File: src/rtl/sup_pkg.sv
// Constants for the supervisor timing and selection logic
package sup_pkg;
	// Clock rate
	localparam int unsigned CLK_MHZ = 20;
	localparam int unsigned CLK_KHZ = 20_000;
	localparam real         CLK_HZ  = 20.0e6;

	// Power-on reset hold per selection, in ms
	localparam int unsigned POR_DELAY0_MS = 50;
	localparam int unsigned POR_DELAY1_MS = 200;
	localparam int unsigned POR_DELAY2_MS = 400;
	localparam int unsigned POR_DELAY3_MS = 800;
	localparam int unsigned POR0_CYC = POR_DELAY0_MS * CLK_KHZ;
	localparam int unsigned POR1_CYC = POR_DELAY1_MS * CLK_KHZ;
	localparam int unsigned POR2_CYC = POR_DELAY2_MS * CLK_KHZ;
	localparam int unsigned POR3_CYC = POR_DELAY3_MS * CLK_KHZ;

	// Watchdog period per selection
	localparam real         WDOG_PERIOD0_S  = 1.4;
	localparam int unsigned WDOG_PERIOD1_MS = 200;
	localparam int unsigned WDOG_PERIOD2_MS = 25;
	localparam int unsigned WD0_CYC = int'(WDOG_PERIOD0_S * CLK_HZ);
	localparam int unsigned WD1_CYC = WDOG_PERIOD1_MS * CLK_KHZ;
	localparam int unsigned WD2_CYC = WDOG_PERIOD2_MS * CLK_KHZ;

	// Reset hold after a watchdog timeout
	localparam int unsigned WDOG_RST1_MS = 200;
	localparam int unsigned WDOG_RST2_MS = 25;
	localparam int unsigned RST1_CYC = WDOG_RST1_MS * CLK_KHZ;
	localparam int unsigned RST2_CYC = WDOG_RST2_MS * CLK_KHZ;

	// Nonvolatile write cycle, typical and longest
	localparam int unsigned NV_WRITE_CYCLE_TIME_MS = 5;
	localparam int unsigned NV_WRITE_CYCLE_MAX_MS  = 10;
	localparam int unsigned NV_CYC = NV_WRITE_CYCLE_TIME_MS * CLK_KHZ;

	// Short delays; manual reset and glitch times rounded up, warning lead rounded down
	localparam int unsigned LOW_SUPPLY_WARNING_LEAD_NS = 500;
	localparam int unsigned MR_DELAY_NS     = 500;
	localparam int unsigned GLITCH_NS       = 50;
	localparam int unsigned LEAD_CYC = (LOW_SUPPLY_WARNING_LEAD_NS * CLK_MHZ) / 1000;
	localparam int unsigned MR_CYC = (MR_DELAY_NS * CLK_MHZ + 999) / 1000;
	localparam int unsigned GLITCH_CYC = (GLITCH_NS * CLK_MHZ + 999) / 1000;

	// Selection codes and reset values
	localparam logic [1:0] POR_SEL_RST = 2'h1;
	localparam logic [1:0] WD_SEL_RST  = 2'h3;
	localparam logic [1:0] WD_SEL_OFF  = 2'h3;
	localparam logic [1:0] WD_SEL_SHORT = 2'h2;
	localparam logic [3:0] IRQ_EN_RST  = 4'h0;

	// Register byte addresses
	localparam logic [11:0] ADDR_CFG      = 12'h000;
	localparam logic [11:0] ADDR_STATUS   = 12'h004;
	localparam logic [11:0] ADDR_IRQ_STAT = 12'h008;
	localparam logic [11:0] ADDR_IRQ_CLR  = 12'h00c;
	localparam logic [11:0] ADDR_IRQ_EN   = 12'h010;

	// Field positions
	localparam int CFG_POR_LSB = 0;
	localparam int CFG_WD_LSB  = 2;
	localparam int ST_POR_LSB  = 0;
	localparam int ST_WD_LSB   = 2;
	localparam int ST_NV_BUSY  = 4;
	localparam int ST_RESET    = 5;
	localparam int ST_LOW_SUPPLY_WARNING  = 6;
	localparam int ST_WDOG     = 7;
	localparam int IRQ_WDOG    = 0;
	localparam int IRQ_NV      = 1;
	localparam int IRQ_PFAIL   = 2;
	localparam int IRQ_MRST    = 3;
endpackage

File: src/rtl/cond_if.sv
// Bus condition events passed from the 2-wire monitor to the core
`timescale 1ns/10ps
interface cond_if;
	logic start_det;
	logic stop_det;
	logic wr_seq_end;
	modport drv (output start_det, output stop_det, output wr_seq_end);
	modport mon (input start_det, input stop_det, input wr_seq_end);
endinterface

File: src/rtl/supervisor_wdog.sv
// Supervisor timing core: power-on, power-fail, manual and watchdog reset
//
// Decided for this implementation: the address map and the APB slave port.
`timescale 1ns/10ps
// How it works
// - Two stored bits pick power-on reset hold: 50, 200, 400 or 800 ms.
// - Two stored bits pick watchdog period 1.4 s, 200 ms, 25 ms or off.
// - Watchdog timeout holds reset 200 ms, or 25 ms with short period.
// - Stop ending a write starts a self-timed write cycle within 10 ms.
// - Low-supply warning rises about 500 ns before reset on power-down.
// - Manual reset asserts reset no sooner than 500 ns after activation.
// - Bus input pulses shorter than 50 ns are ignored.
module supervisor_wdog #(
	parameter int unsigned POR0_CYC = sup_pkg::POR0_CYC, // 50 ms hold
	parameter int unsigned POR1_CYC = sup_pkg::POR1_CYC, // 200 ms hold
	parameter int unsigned POR2_CYC = sup_pkg::POR2_CYC, // 400 ms hold
	parameter int unsigned POR3_CYC = sup_pkg::POR3_CYC, // 800 ms hold
	parameter int unsigned WD0_CYC  = sup_pkg::WD0_CYC,  // 1.4 s period
	parameter int unsigned WD1_CYC  = sup_pkg::WD1_CYC,  // 200 ms period
	parameter int unsigned WD2_CYC  = sup_pkg::WD2_CYC,  // 25 ms period
	parameter int unsigned RST1_CYC = sup_pkg::RST1_CYC, // Long timeout hold
	parameter int unsigned RST2_CYC = sup_pkg::RST2_CYC, // Short timeout hold
	parameter int unsigned NV_CYC   = sup_pkg::NV_CYC    // Write cycle
) (
	input  wire logic        core_clk,           // 20 MHz clock
	input  wire logic        nrst,               // Sync reset, active low
	input  wire logic        psel,               // APB select
	input  wire logic        penable,            // APB enable
	input  wire logic        pwrite,             // APB direction
	input  wire logic [11:0] paddr,              // APB byte address
	input  wire logic [31:0] pwdata,             // APB write data
	output logic      [31:0] prdata,             // APB read data
	output logic             pready,             // APB ready
	output logic             pslverr,            // APB error
	input  wire logic        scl_in,             // 2-wire clock line
	input  wire logic        sda_in,             // 2-wire data line
	input  wire logic        vtrip_low_in,       // Supply below trip
	input  wire logic        manual_reset_in,    // Manual reset, high
	output logic             sys_reset_out,      // System reset, high
	output logic             low_supply_warning, // Early power-fail flag
	output logic             wdog_timeout_out,   // Watchdog fired
	output logic             nv_busy_out,        // Write cycle running
	output logic             irq                 // Interrupt level
);
	typedef struct packed {
		logic [1:0]  por_sel;
		logic [1:0]  wd_sel;
		logic [1:0]  por_pend;
		logic [1:0]  wd_pend;
		logic        nv_busy;
		logic [31:0] nv_cnt;
		logic [31:0] wd_cnt;
		logic        wd_fire;
		logic [31:0] rst_cnt;
		logic [31:0] por_cnt;
		logic [7:0]  lr_cnt;
		logic        pf_rst;
		logic        low_warn;
		logic [7:0]  mr_cnt;
		logic        mr_rst;
		logic        rst_out;
		logic [3:0]  irq_st;
		logic [3:0]  irq_en;
		logic        irq;
		logic [31:0] prdata;
		logic        pslverr;
	} st_s;

	localparam logic [7:0] LEAD = 8'(sup_pkg::LEAD_CYC);
	localparam logic [7:0] MRD  = 8'(sup_pkg::MR_CYC);

	st_s        s_r;
	st_s        s_nxt;
	logic [3:0] ev;
	logic [3:0] clr;
	logic       hold;
	cond_if     cond ();

	// Refuse counts the counters cannot serve
	if (POR0_CYC == 0 || POR1_CYC == 0 || POR2_CYC == 0 || POR3_CYC == 0
		|| WD0_CYC == 0 || WD1_CYC == 0 || WD2_CYC == 0 || RST1_CYC == 0
		|| RST2_CYC == 0 || NV_CYC == 0) begin : g_chk_zero
		$error("timing counts must be at least one cycle");
	end
	if (sup_pkg::LEAD_CYC > 255 || sup_pkg::MR_CYC > 255) begin : g_chk_w
		$error("short delay does not fit its counter");
	end

	twowire_cond u_cond (
		.core_clk (core_clk),
		.nrst     (nrst),
		.scl_in   (scl_in),
		.sda_in   (sda_in),
		.ev       (cond.drv)
	);

	// Power-on hold for a selection
	function automatic logic [31:0] por_len(input logic [1:0] sel);
		case (sel)
			2'h0: por_len = 32'(POR0_CYC);
			2'h1: por_len = 32'(POR1_CYC);
			2'h2: por_len = 32'(POR2_CYC);
			default: por_len = 32'(POR3_CYC);
		endcase
	endfunction

	// Watchdog period; the off code still loads a harmless value
	function automatic logic [31:0] wd_len(input logic [1:0] sel);
		case (sel)
			2'h1: wd_len = 32'(WD1_CYC);
			2'h2: wd_len = 32'(WD2_CYC);
			default: wd_len = 32'(WD0_CYC);
		endcase
	endfunction

	// Next-state logic
	always_comb begin
		s_nxt = s_r;
		ev = 4'h0;
		clr = 4'h0;
		// Zero-wait slave: read data prepared in the setup cycle
		if (psel && !penable) begin
			s_nxt.prdata = 32'h0;
			s_nxt.pslverr = 1'b0;
			case (paddr)
				sup_pkg::ADDR_CFG: begin
					s_nxt.prdata[sup_pkg::CFG_POR_LSB +: 2] = s_r.por_pend;
					s_nxt.prdata[sup_pkg::CFG_WD_LSB +: 2] = s_r.wd_pend;
				end
				sup_pkg::ADDR_STATUS: begin
					s_nxt.prdata[sup_pkg::ST_POR_LSB +: 2] = s_r.por_sel;
					s_nxt.prdata[sup_pkg::ST_WD_LSB +: 2] = s_r.wd_sel;
					s_nxt.prdata[sup_pkg::ST_NV_BUSY] = s_r.nv_busy;
					s_nxt.prdata[sup_pkg::ST_RESET] = s_r.rst_out;
					s_nxt.prdata[sup_pkg::ST_LOW_SUPPLY_WARNING] = s_r.low_warn;
					s_nxt.prdata[sup_pkg::ST_WDOG] = s_r.wd_fire;
				end
				sup_pkg::ADDR_IRQ_STAT: s_nxt.prdata[3:0] = s_r.irq_st;
				sup_pkg::ADDR_IRQ_EN: s_nxt.prdata[3:0] = s_r.irq_en;
				sup_pkg::ADDR_IRQ_CLR: s_nxt.prdata = 32'h0;
				default: s_nxt.pslverr = 1'b1;
			endcase
		end
		if (psel && penable && pwrite) begin
			case (paddr)
				sup_pkg::ADDR_CFG: begin
					s_nxt.por_pend = pwdata[sup_pkg::CFG_POR_LSB +: 2];
					s_nxt.wd_pend = pwdata[sup_pkg::CFG_WD_LSB +: 2];
				end
				sup_pkg::ADDR_IRQ_CLR: clr = pwdata[3:0];
				sup_pkg::ADDR_IRQ_EN: s_nxt.irq_en = pwdata[3:0];
				default: clr = 4'h0;
			endcase
		end

		// Power-on hold counts down from reset or supply return
		if (s_r.por_cnt != 32'h0) s_nxt.por_cnt = s_r.por_cnt - 32'h1;

		// Warning at once, reset after the lead time
		s_nxt.low_warn = vtrip_low_in;
		if (vtrip_low_in) begin
			if (s_r.lr_cnt == LEAD) s_nxt.pf_rst = 1'b1;
			else s_nxt.lr_cnt = s_r.lr_cnt + 8'h1;
		end else begin
			s_nxt.lr_cnt = 8'h0;
			s_nxt.pf_rst = 1'b0;
			if (s_r.pf_rst) s_nxt.por_cnt = por_len(s_r.por_sel);
		end

		// Delay applies to activation; release is immediate
		if (manual_reset_in) begin
			if (s_r.mr_cnt == MRD) s_nxt.mr_rst = 1'b1;
			else s_nxt.mr_cnt = s_r.mr_cnt + 8'h1;
		end else begin
			s_nxt.mr_cnt = 8'h0;
			s_nxt.mr_rst = 1'b0;
		end

		// Watchdog, held at full period while any other reset stands
		hold = s_r.por_cnt != 32'h0 || s_r.pf_rst || s_r.mr_rst;
		if (s_r.wd_fire) begin
			if (s_r.rst_cnt == 32'h1) begin
				s_nxt.wd_fire = 1'b0;
				s_nxt.wd_cnt = wd_len(s_r.wd_sel);
			end else begin
				s_nxt.rst_cnt = s_r.rst_cnt - 32'h1;
			end
		end else if (s_r.wd_sel == sup_pkg::WD_SEL_OFF || hold
				|| cond.start_det) begin
			s_nxt.wd_cnt = wd_len(s_r.wd_sel);
		end else if (s_r.wd_cnt == 32'h1) begin
			s_nxt.wd_fire = 1'b1;
			s_nxt.rst_cnt = (s_r.wd_sel == sup_pkg::WD_SEL_SHORT) ?
				32'(RST2_CYC) : 32'(RST1_CYC);
			ev[sup_pkg::IRQ_WDOG] = 1'b1;
		end else begin
			s_nxt.wd_cnt = s_r.wd_cnt - 32'h1;
		end

		// Write cycle; stops arriving mid-cycle are not acted on
		if (s_r.nv_busy) begin
			if (s_r.nv_cnt == 32'h1) begin
				s_nxt.nv_busy = 1'b0;
				s_nxt.por_sel = s_r.por_pend;
				s_nxt.wd_sel = s_r.wd_pend;
				ev[sup_pkg::IRQ_NV] = 1'b1;
			end else begin
				s_nxt.nv_cnt = s_r.nv_cnt - 32'h1;
			end
		end else if (cond.wr_seq_end) begin
			s_nxt.nv_busy = 1'b1;
			s_nxt.nv_cnt = 32'(NV_CYC);
		end

		// Sticky events; a new event beats a same-cycle clear
		ev[sup_pkg::IRQ_PFAIL] = s_nxt.pf_rst && !s_r.pf_rst;
		ev[sup_pkg::IRQ_MRST] = s_nxt.mr_rst && !s_r.mr_rst;
		s_nxt.irq_st = (s_r.irq_st & ~clr) | ev;
		s_nxt.irq = |(s_nxt.irq_st & s_nxt.irq_en);
		s_nxt.rst_out = s_nxt.por_cnt != 32'h0 || s_nxt.pf_rst
			|| s_nxt.mr_rst || s_nxt.wd_fire;
	end

	// State register with factory selections after reset
	always_ff @(posedge core_clk) begin
		if (!nrst) begin
			s_r <= '0;
			s_r.por_sel <= sup_pkg::POR_SEL_RST;
			s_r.wd_sel <= sup_pkg::WD_SEL_RST;
			s_r.por_pend <= sup_pkg::POR_SEL_RST;
			s_r.wd_pend <= sup_pkg::WD_SEL_RST;
			s_r.irq_en <= sup_pkg::IRQ_EN_RST;
			s_r.por_cnt <= 32'(POR1_CYC);
			s_r.wd_cnt <= 32'(WD0_CYC);
			s_r.rst_out <= 1'b1;
		end else begin
			s_r <= s_nxt;
		end
	end

	// Outputs straight from state, except pready, which is tied high
	assign prdata = s_r.prdata;
	assign pslverr = s_r.pslverr;
	assign pready = 1'b1;
	assign sys_reset_out = s_r.rst_out;
	assign low_supply_warning = s_r.low_warn;
	assign wdog_timeout_out = s_r.wd_fire;
	assign nv_busy_out = s_r.nv_busy;
	assign irq = s_r.irq;
endmodule // supervisor_wdog

File: src/rtl/twowire_cond.sv
// Glitch filter and start/stop/write detection on the 2-wire bus
`timescale 1ns/10ps
module twowire_cond (
	input  wire logic core_clk, // System clock
	input  wire logic nrst,     // Synchronous reset, active low
	input  wire logic scl_in,   // Bus clock line
	input  wire logic sda_in,   // Bus data line
	cond_if.drv       ev        // Detected conditions
);
	typedef struct packed {
		logic       scl_p;
		logic       sda_p;
		logic       scl_f;
		logic       sda_f;
		logic       active;
		logic [3:0] bitcnt;
		logic       rw;
		logic       wr_ok;
		logic       start_p;
		logic       stop_p;
		logic       wrend_p;
	} cond_s;

	cond_s s_r;
	cond_s s_nxt;

	if (sup_pkg::GLITCH_CYC != 1) begin : g_chk
		$error("glitch filter built for a one-cycle suppression window");
	end

	// Filter, then edge and condition decode on filtered lines
	always_comb begin
		s_nxt = s_r;
		s_nxt.scl_p = scl_in;
		s_nxt.sda_p = sda_in;
		s_nxt.start_p = 1'b0;
		s_nxt.stop_p = 1'b0;
		s_nxt.wrend_p = 1'b0;
		// A level passes only when seen on two samples in a row
		if (scl_in == s_r.scl_p) s_nxt.scl_f = scl_in;
		if (sda_in == s_r.sda_p) s_nxt.sda_f = sda_in;
		if (s_r.scl_f && s_nxt.scl_f && s_r.sda_f && !s_nxt.sda_f) begin
			s_nxt.start_p = 1'b1;
			s_nxt.active = 1'b1;
			s_nxt.bitcnt = 4'h0;
			s_nxt.wr_ok = 1'b0;
		end else if (s_r.scl_f && s_nxt.scl_f && !s_r.sda_f
				&& s_nxt.sda_f) begin
			s_nxt.stop_p = 1'b1;
			s_nxt.wrend_p = s_r.active && s_r.wr_ok;
			s_nxt.active = 1'b0;
		end else if (!s_r.scl_f && s_nxt.scl_f && s_r.active) begin
			// Eighth bit is direction, ninth is the acknowledge slot
			if (s_r.bitcnt == 4'h7) s_nxt.rw = s_nxt.sda_f;
			if (s_r.bitcnt == 4'h8) s_nxt.wr_ok = !s_r.rw;
			if (s_r.bitcnt != 4'h9) s_nxt.bitcnt = s_r.bitcnt + 4'h1;
		end
	end

	// State register; lines idle high after reset
	always_ff @(posedge core_clk) begin
		if (!nrst) begin
			s_r <= '0;
			s_r.scl_p <= 1'b1;
			s_r.sda_p <= 1'b1;
			s_r.scl_f <= 1'b1;
			s_r.sda_f <= 1'b1;
		end else begin
			s_r <= s_nxt;
		end
	end

	assign ev.start_det = s_r.start_p;
	assign ev.stop_det = s_r.stop_p;
	assign ev.wr_seq_end = s_r.wrend_p;
endmodule // twowire_cond

File: config.mk
export PLATFORM = sky130hd
export DESIGN_NAME = supervisor_wdog
export DESIGN_NICKNAME = d
export VERILOG_FILES = /design/src/rtl/sup_pkg.sv /design/src/rtl/cond_if.sv /design/src/rtl/supervisor_wdog.sv /design/src/rtl/twowire_cond.sv
export SDC_FILE = /design/constraint.sdc
export NUM_CORES = 1
export LEC_CHECK = 0
export BUFFER_PORTS_ARGS = -buffer_cell sky130_fd_sc_hd__buf_2
export CORE_UTILIZATION = 62
export CTS_BUF_LIST = sky130_fd_sc_hd__clkbuf_4
export DETAILED_ROUTE_END_ITERATION = 7
export PLACE_DENSITY = 0.92
export SLEW_MARGIN = 20
export SYNTH_ARGS = -nofsm -noshare
export SYNTH_HDL_FRONTEND = slang
export SYNTH_HIERARCHICAL = 1
export SYNTH_SLANG_ARGS = --single-unit
File: constraint.sdc
create_clock -name core_clk -period 3.9 [get_ports core_clk]
set_input_delay 0.78 -clock core_clk [delete_from_list [all_inputs] [get_ports core_clk]]
set_output_delay 0.78 -clock core_clk [all_outputs]
set_load 0.02 [all_outputs]
==> results of run 1 <==
==> registers in the layout, summed over array words and instances (netlist names) <==
name / cells
s_r: 162
u_cond/s_r: 11
prdata: 8
irq: 1
low_supply_warning: 1
nv_busy_out: 1
pslverr: 1
sys_reset_out: 1
u_cond/ev.start_det: 1
u_cond/ev.wr_seq_end: 1
wdog_timeout_out: 1
==> cells in the final DEF (no fill, tap or decap), types with 31 or more instances in the layout <==
master and n:
dfxtp_1 189, nor2_1 162, nand3_1 52, o21ai_0 61
xnor2_1 36, xor2_1 47, nor3_1 48, buf_2 38
inv_1 31, nand2_1 115, a21oi_1 82
==> per-stage QoR <==
step / hold WS [ps] / area (um2) / power (W) / utilization, % / std cells
finish: 399 / 10200 / 0.00333 / 66.9 / 1416
global route: 368 / 10200 / 0.00347 / 66.9 / 1416
CTS: 366 / 10200 / 0.00334 / 66.9 / 1415
detailed placement: 440 / 9890 / 0.00232 / 65.0 / 1383
global placement: 437 / 9890 / 0.00232 / 65.0 / 1383
floorplan: 429 / 9760 / 0.00227 / - / 1211
==> path summary, 6_finish.rpt <==
path	from	end	slack (ps)	cells after the start
max	s_r[62]$_SDFF_PN0_	s_r[154]$_SDFFE_PN0P_	530	11
min	pwdata[0]	s_r[194]$_SDFFE_PN1P_	400	3
max reg2reg	s_r[62]$_SDFF_PN0_	s_r[154]$_SDFFE_PN0P_	530	11
min reg2reg	prdata[7]$_SDFFE_PN0P_	prdata[7]$_SDFFE_PN0P_	460	2
==> per-layer routing <==
metal  up-vias  routed length [um]  global-route usage [%]
li1       4214                   -                       -
met1      4060                9340                    33.5
met2       327               10800                    48.5
met3        60                1390                    6.07
met5         -                  13                       0
met4         2                 450                    10.8
==> final cells by class <==
| cell class | instances | area (um2) |
|---|---|---|
| well taps | 188 | 235 |
| clock buffers | 17 | 128 |
| flip-flops and latches | 189 | 3780 |
| inverters | 33 | 124 |
| fillers | 1244 | 5030 |
| clock inverters | 15 | 150 |
| multi-input cells | 924 | 5470 |
| repair buffers | 49 | 273 |
| diodes | 1 | 2.50 |
==> power breakdown <==
part	internal (W)	leakage, nW	switching, W
combinational	0.000101	2.39	0.000184
clock	0.000288	0.153	0.000750
sequential	0.00196	1.53	0.0000432
total	0.00235	4.07	0.000977
==> critical path: cells and delay by family, from the launching register on <==
family,cells,cell delay [ps]
compound gates,1,210
simple gates,6,1840
flops,1,380
buf+inv,3,660
fa+ha+maj,1,200
==> reports/results.ini, run 1 <==
[placed_design]
dp_hpwl_um=15700
place_ws_ps=626
port_buffers=38
place_congestion=0.936

[die]
start_util_pct=63.6
core_um2=15200
die_h_um=127
die_area_um2=16100
io_pins=92
die-width_um=127
rows=45

[drt]
viasPerCell=6.12
wl_per_cell_um=15.5
first_pass_iters=7
drt_iter0_drc=914
vias=8663
drtAntennaViolNets=0
drt_wl_total_um=22000
drc=0

[timing]
fmax_mhz=296
layout_setup_ws_ps=526
fin_tns_setup_ps=0
final-hold-violation-count=0
setup_viol=0
rsz0062_at_grt=false
tightest_slew_ps=1120
period_needed_ps=3370
slew_viol_final=0
final.period_utilization_pct=86.5
fin_skew_ps=25.4
maxSlewHeadroom_pct=25.3

[grt]
grt_pass1_vias=8031
grt_antenna_before_repair=2
grt_max_degree=45
grt-ovfl-total=0
grt.total_usage_pct=27.9
grt_pass1_wl_um=36700

[cts]
root_buffer=clkbuf_4
cts_max_path_buffers=2
cts.sinks=189
cts_tree=done
post-cts-setup-buffers=0
cts_resized=0
cts_buffers=17
path_clk_slew_ps=180
cts.htree.levels=4
hold_buffers=0
clock_latency_ps=610

[critical_path]
cpMaxStageDelayCell=nand3_1
cp_data_arrival_time_ps=3880
path_common_cell=inv_1
cp_data_required_time_ps=4410
crit_type=register to register
cp-start-kind=register
cp_cell_sequence=inv_1 -> ha_1 -> or4b_1 -> nor4_4 -> and4_1 -> nand4_2 -> buf_4 -> nand3_1 -> inv_1 -> a21oi_1 -> nor2_1
cp_max_fo=19
crit_path_max_incr_delay_ps=540
crit_path_end_kind=register

[layout]
fin_nets=1287
syn_to_final_growth_pct=5.15
drive_above_1_share_pct=8.96

[power]
irDropWorstVdd_v=0.000186
p_leak_nw=4.07
power_density_nw_per_um2=327

[yosys]
synth_area_um2=9670
syn_area_per_cell_um2=8.14
syn-instance-count=1188
yosysWarnings=6

[status]
outcome=finished clean

[hold_path]
hp-class=input pin to register

[run]
drv_cap=0

No activity file was read; power rests on OpenSTA's default activity.
==> run 2: changes to the inputs <==
--- a/config.mk
+++ b/config.mk
@@ -13,5 +13,4 @@
 export SLEW_MARGIN = 20
 export SYNTH_ARGS = -nofsm -noshare
 export SYNTH_HDL_FRONTEND = slang
-export SYNTH_HIERARCHICAL = 1
 export SYNTH_SLANG_ARGS = --single-unit
==> reports/results.ini, run 2 <==
[layout]
largest_reg_flops=162
postLayoutCellArea_um2=10100
final_cell_mix=dfxtp_1, nor2_1, nand2_1
utilization_pct=66.5
regMostFlops=s_r
syn_to_final_growth_pct=5.11
drive_above_1_share_pct=9.61
fin_nets=1267
mostFrequentLayoutCell=dfxtp_1

[timing]
slew_viol_final=0
rsz0062_at_grt=false
fmax_mhz=287
period_needed_ps=3490
tightest_slew_ps=968
final.period_utilization_pct=89.5
layout_setup_ws_ps=410
final-hold-violation-count=0
maxSlewHeadroom_pct=35.3
fin_tns_setup_ps=0
setup_viol=0
whs_ps=395
fin_skew_ps=24.0

[critical_path]
cp_data_arrival_time_ps=3990
cp_max_fo=13
crit_type=register to register
rr_startpoint=s_r[86]$_SDFF_PN0_
cp-start-kind=register
crit_path_start=s_r[86]$_SDFF_PN0_
crit_path_max_incr_delay_ps=550
crit_path_end_kind=register
cp_cell_sequence=or4_4 -> or4_4 -> nor4_4 -> buf_4 -> nand4_2 -> nand2_2 -> nand2_1 -> inv_1 -> buf_4 -> o21ai_0 -> o41ai_1
cpMaxStageDelayCell=or4_4
cp_data_required_time_ps=4400

[yosys]
synth_cell_types=75
syn-instance-count=1175
synth_area_leaders=dfxtp_1, nor2_1, nand2_1
ys_async_sr_fraction_pct=0
post-synth-top-count-cell=dfxtp_1
synth_top_area_share_pct=39.3
synth_seq_cells=189
synth-main-ff-cell=dfxtp_1
ys_seq_area_share_pct=39.3
synth_area_um2=9620
syn_area_per_cell_um2=8.19
yosysWarnings=0
synth_edf_count=0
synth_largest_area_cell=dfxtp_1
synthTopCellsByCount=dfxtp_1, nor2_1, nand2_1

[placed_design]
port_buffers=38
dp_hpwl_um=14900
place_congestion=0.896
place_ws_ps=518
placed_area_um2=9820

[die]
io_pins=92
rows=45
die-width_um=127
die_h_um=127
core_um2=15200
start_util_pct=63.3
die_area_um2=16000

[hold_path]
hp-class=input pin to register
worstHoldStart=pwdata[2]

[drt]
first_pass_iters=5
drt_wl_total_um=21500
drt_iter0_drc=840
wl_per_cell_um=15.4
vias=8557
drtAntennaViolNets=0
viasPerCell=6.13
drc=0

[cts]
hold_buffers=0
cts.sinks=189
clock_latency_ps=620
cts_resized=0
cts_max_path_buffers=2
cts_tree=done
cts_buffers=17
root_buffer=clkbuf_4
cts.htree.levels=4
path_clk_slew_ps=160
post-cts-setup-buffers=0

[grt]
grt_pass1_wl_um=36400
grt-ovfl-total=0
grt_max_degree=58
grt.total_usage_pct=27.6
grt_pass1_vias=7988
grt_antenna_before_repair=3

[status]
outcome=finished clean

[power]
p_int_w=0.00244
p_sw_w=0.000927
power_density_nw_per_um2=333
seqPwrFrac_pct=59.1
p_leak_nw=3.93
irDropWorstVdd_v=0.000253
switching_share_pct=27.5
clock_power_share_pct=33.1
comb_power_share_pct=7.8

[run]
drv_cap=0

-- run 2: cell types whose count changed in the layout (fill, tap and decap cells not counted), moves of 6 or more --
cell     delta
nor2_1     -18
xor2_1     -12
a21oi_1    -10
nand2_1    -10
or4_1      +10
o22ai_1     +9
or2_2       +7
nor3_2      -6
-- run 2: worst paths after layout --
path | endpoint | slack, ps | cells after the start
setup reg to reg | s_r[133]$_SDFFE_PN0P_ | 410 | 11
setup / recovery | s_r[133]$_SDFFE_PN0P_ | 410 | 11
hold / removal | s_r[192]$_SDFFE_PN1P_ | 390 | 3
hold reg to reg | prdata[4]$_SDFFE_PN0P_ | 460 | 2
-- run 2: stage by stage --
stage	total power, W	std cells
floorplan	0.00224	1198
detailed placement	0.00229	1363
global route	0.00349	1396
global placement	0.00228	1363
CTS	0.00337	1395
finish	0.00337	1397
-- run 2: per-layer routing --
metal / up-vias / part of all wire [%] / track usage, % / wire length (um)
li1: 4204 / - / - / -
met1: 4016 / 44 / 34.9 / 9490
met2: 280 / 48 / 45.7 / 10200
met3: 55 / 5.6 / 5.61 / 1210
met4: 2 / 2.5 / 12.5 / 541
met5: - / 0.060 / 0 / 13
-- run 2: cell families after synthesis --
group / after synthesis / share of synthesized area [%]
buffers and inverters: 104 / 5.60
XOR/XNOR: 73 / 6.64
AND/OR/NAND/NOR: 542 / 29.1
flip-flops: 189 / 39.3
multiplexers: 21 / 2.22
other: 2 / 0.0780
AO/OA/AOI/OAI: 222 / 14.2
adder cells (fa/ha/maj): 22 / 2.81
-- run 2: area by class of cell --
| type | instances | area (um2) |
|---|---|---|
| flip-flops and latches | 189 | 3780 |
| well taps | 188 | 235 |
| diodes | 2 | 5.00 |
| fillers | 1200 | 5090 |
| multi-input cells | 905 | 5390 |
| inverters | 27 | 101 |
| repair buffers | 54 | 310 |
| clock buffers | 18 | 135 |
| clock inverters | 14 | 158 |
-- run 2: power by group through the flow --
stage          registers (W)  clock network (W)  logic, W
6_report             0.00199            0.00112  0.000263
5_1_grt              0.00200            0.00120  0.000288
3_3_place_gp         0.00203                  0  0.000249
3_5_place_dp         0.00203                  0  0.000257
4_1_cts              0.00199            0.00113  0.000258
2_1_floorplan        0.00202                  0  0.000211
-- run 2: critical path: cells and delay by family, from the launching register on --
family / cells / cell delay, ps
compound gates: 2 / 190
buf+inv: 3 / 890
simple gates: 6 / 1900
flops: 1 / 420
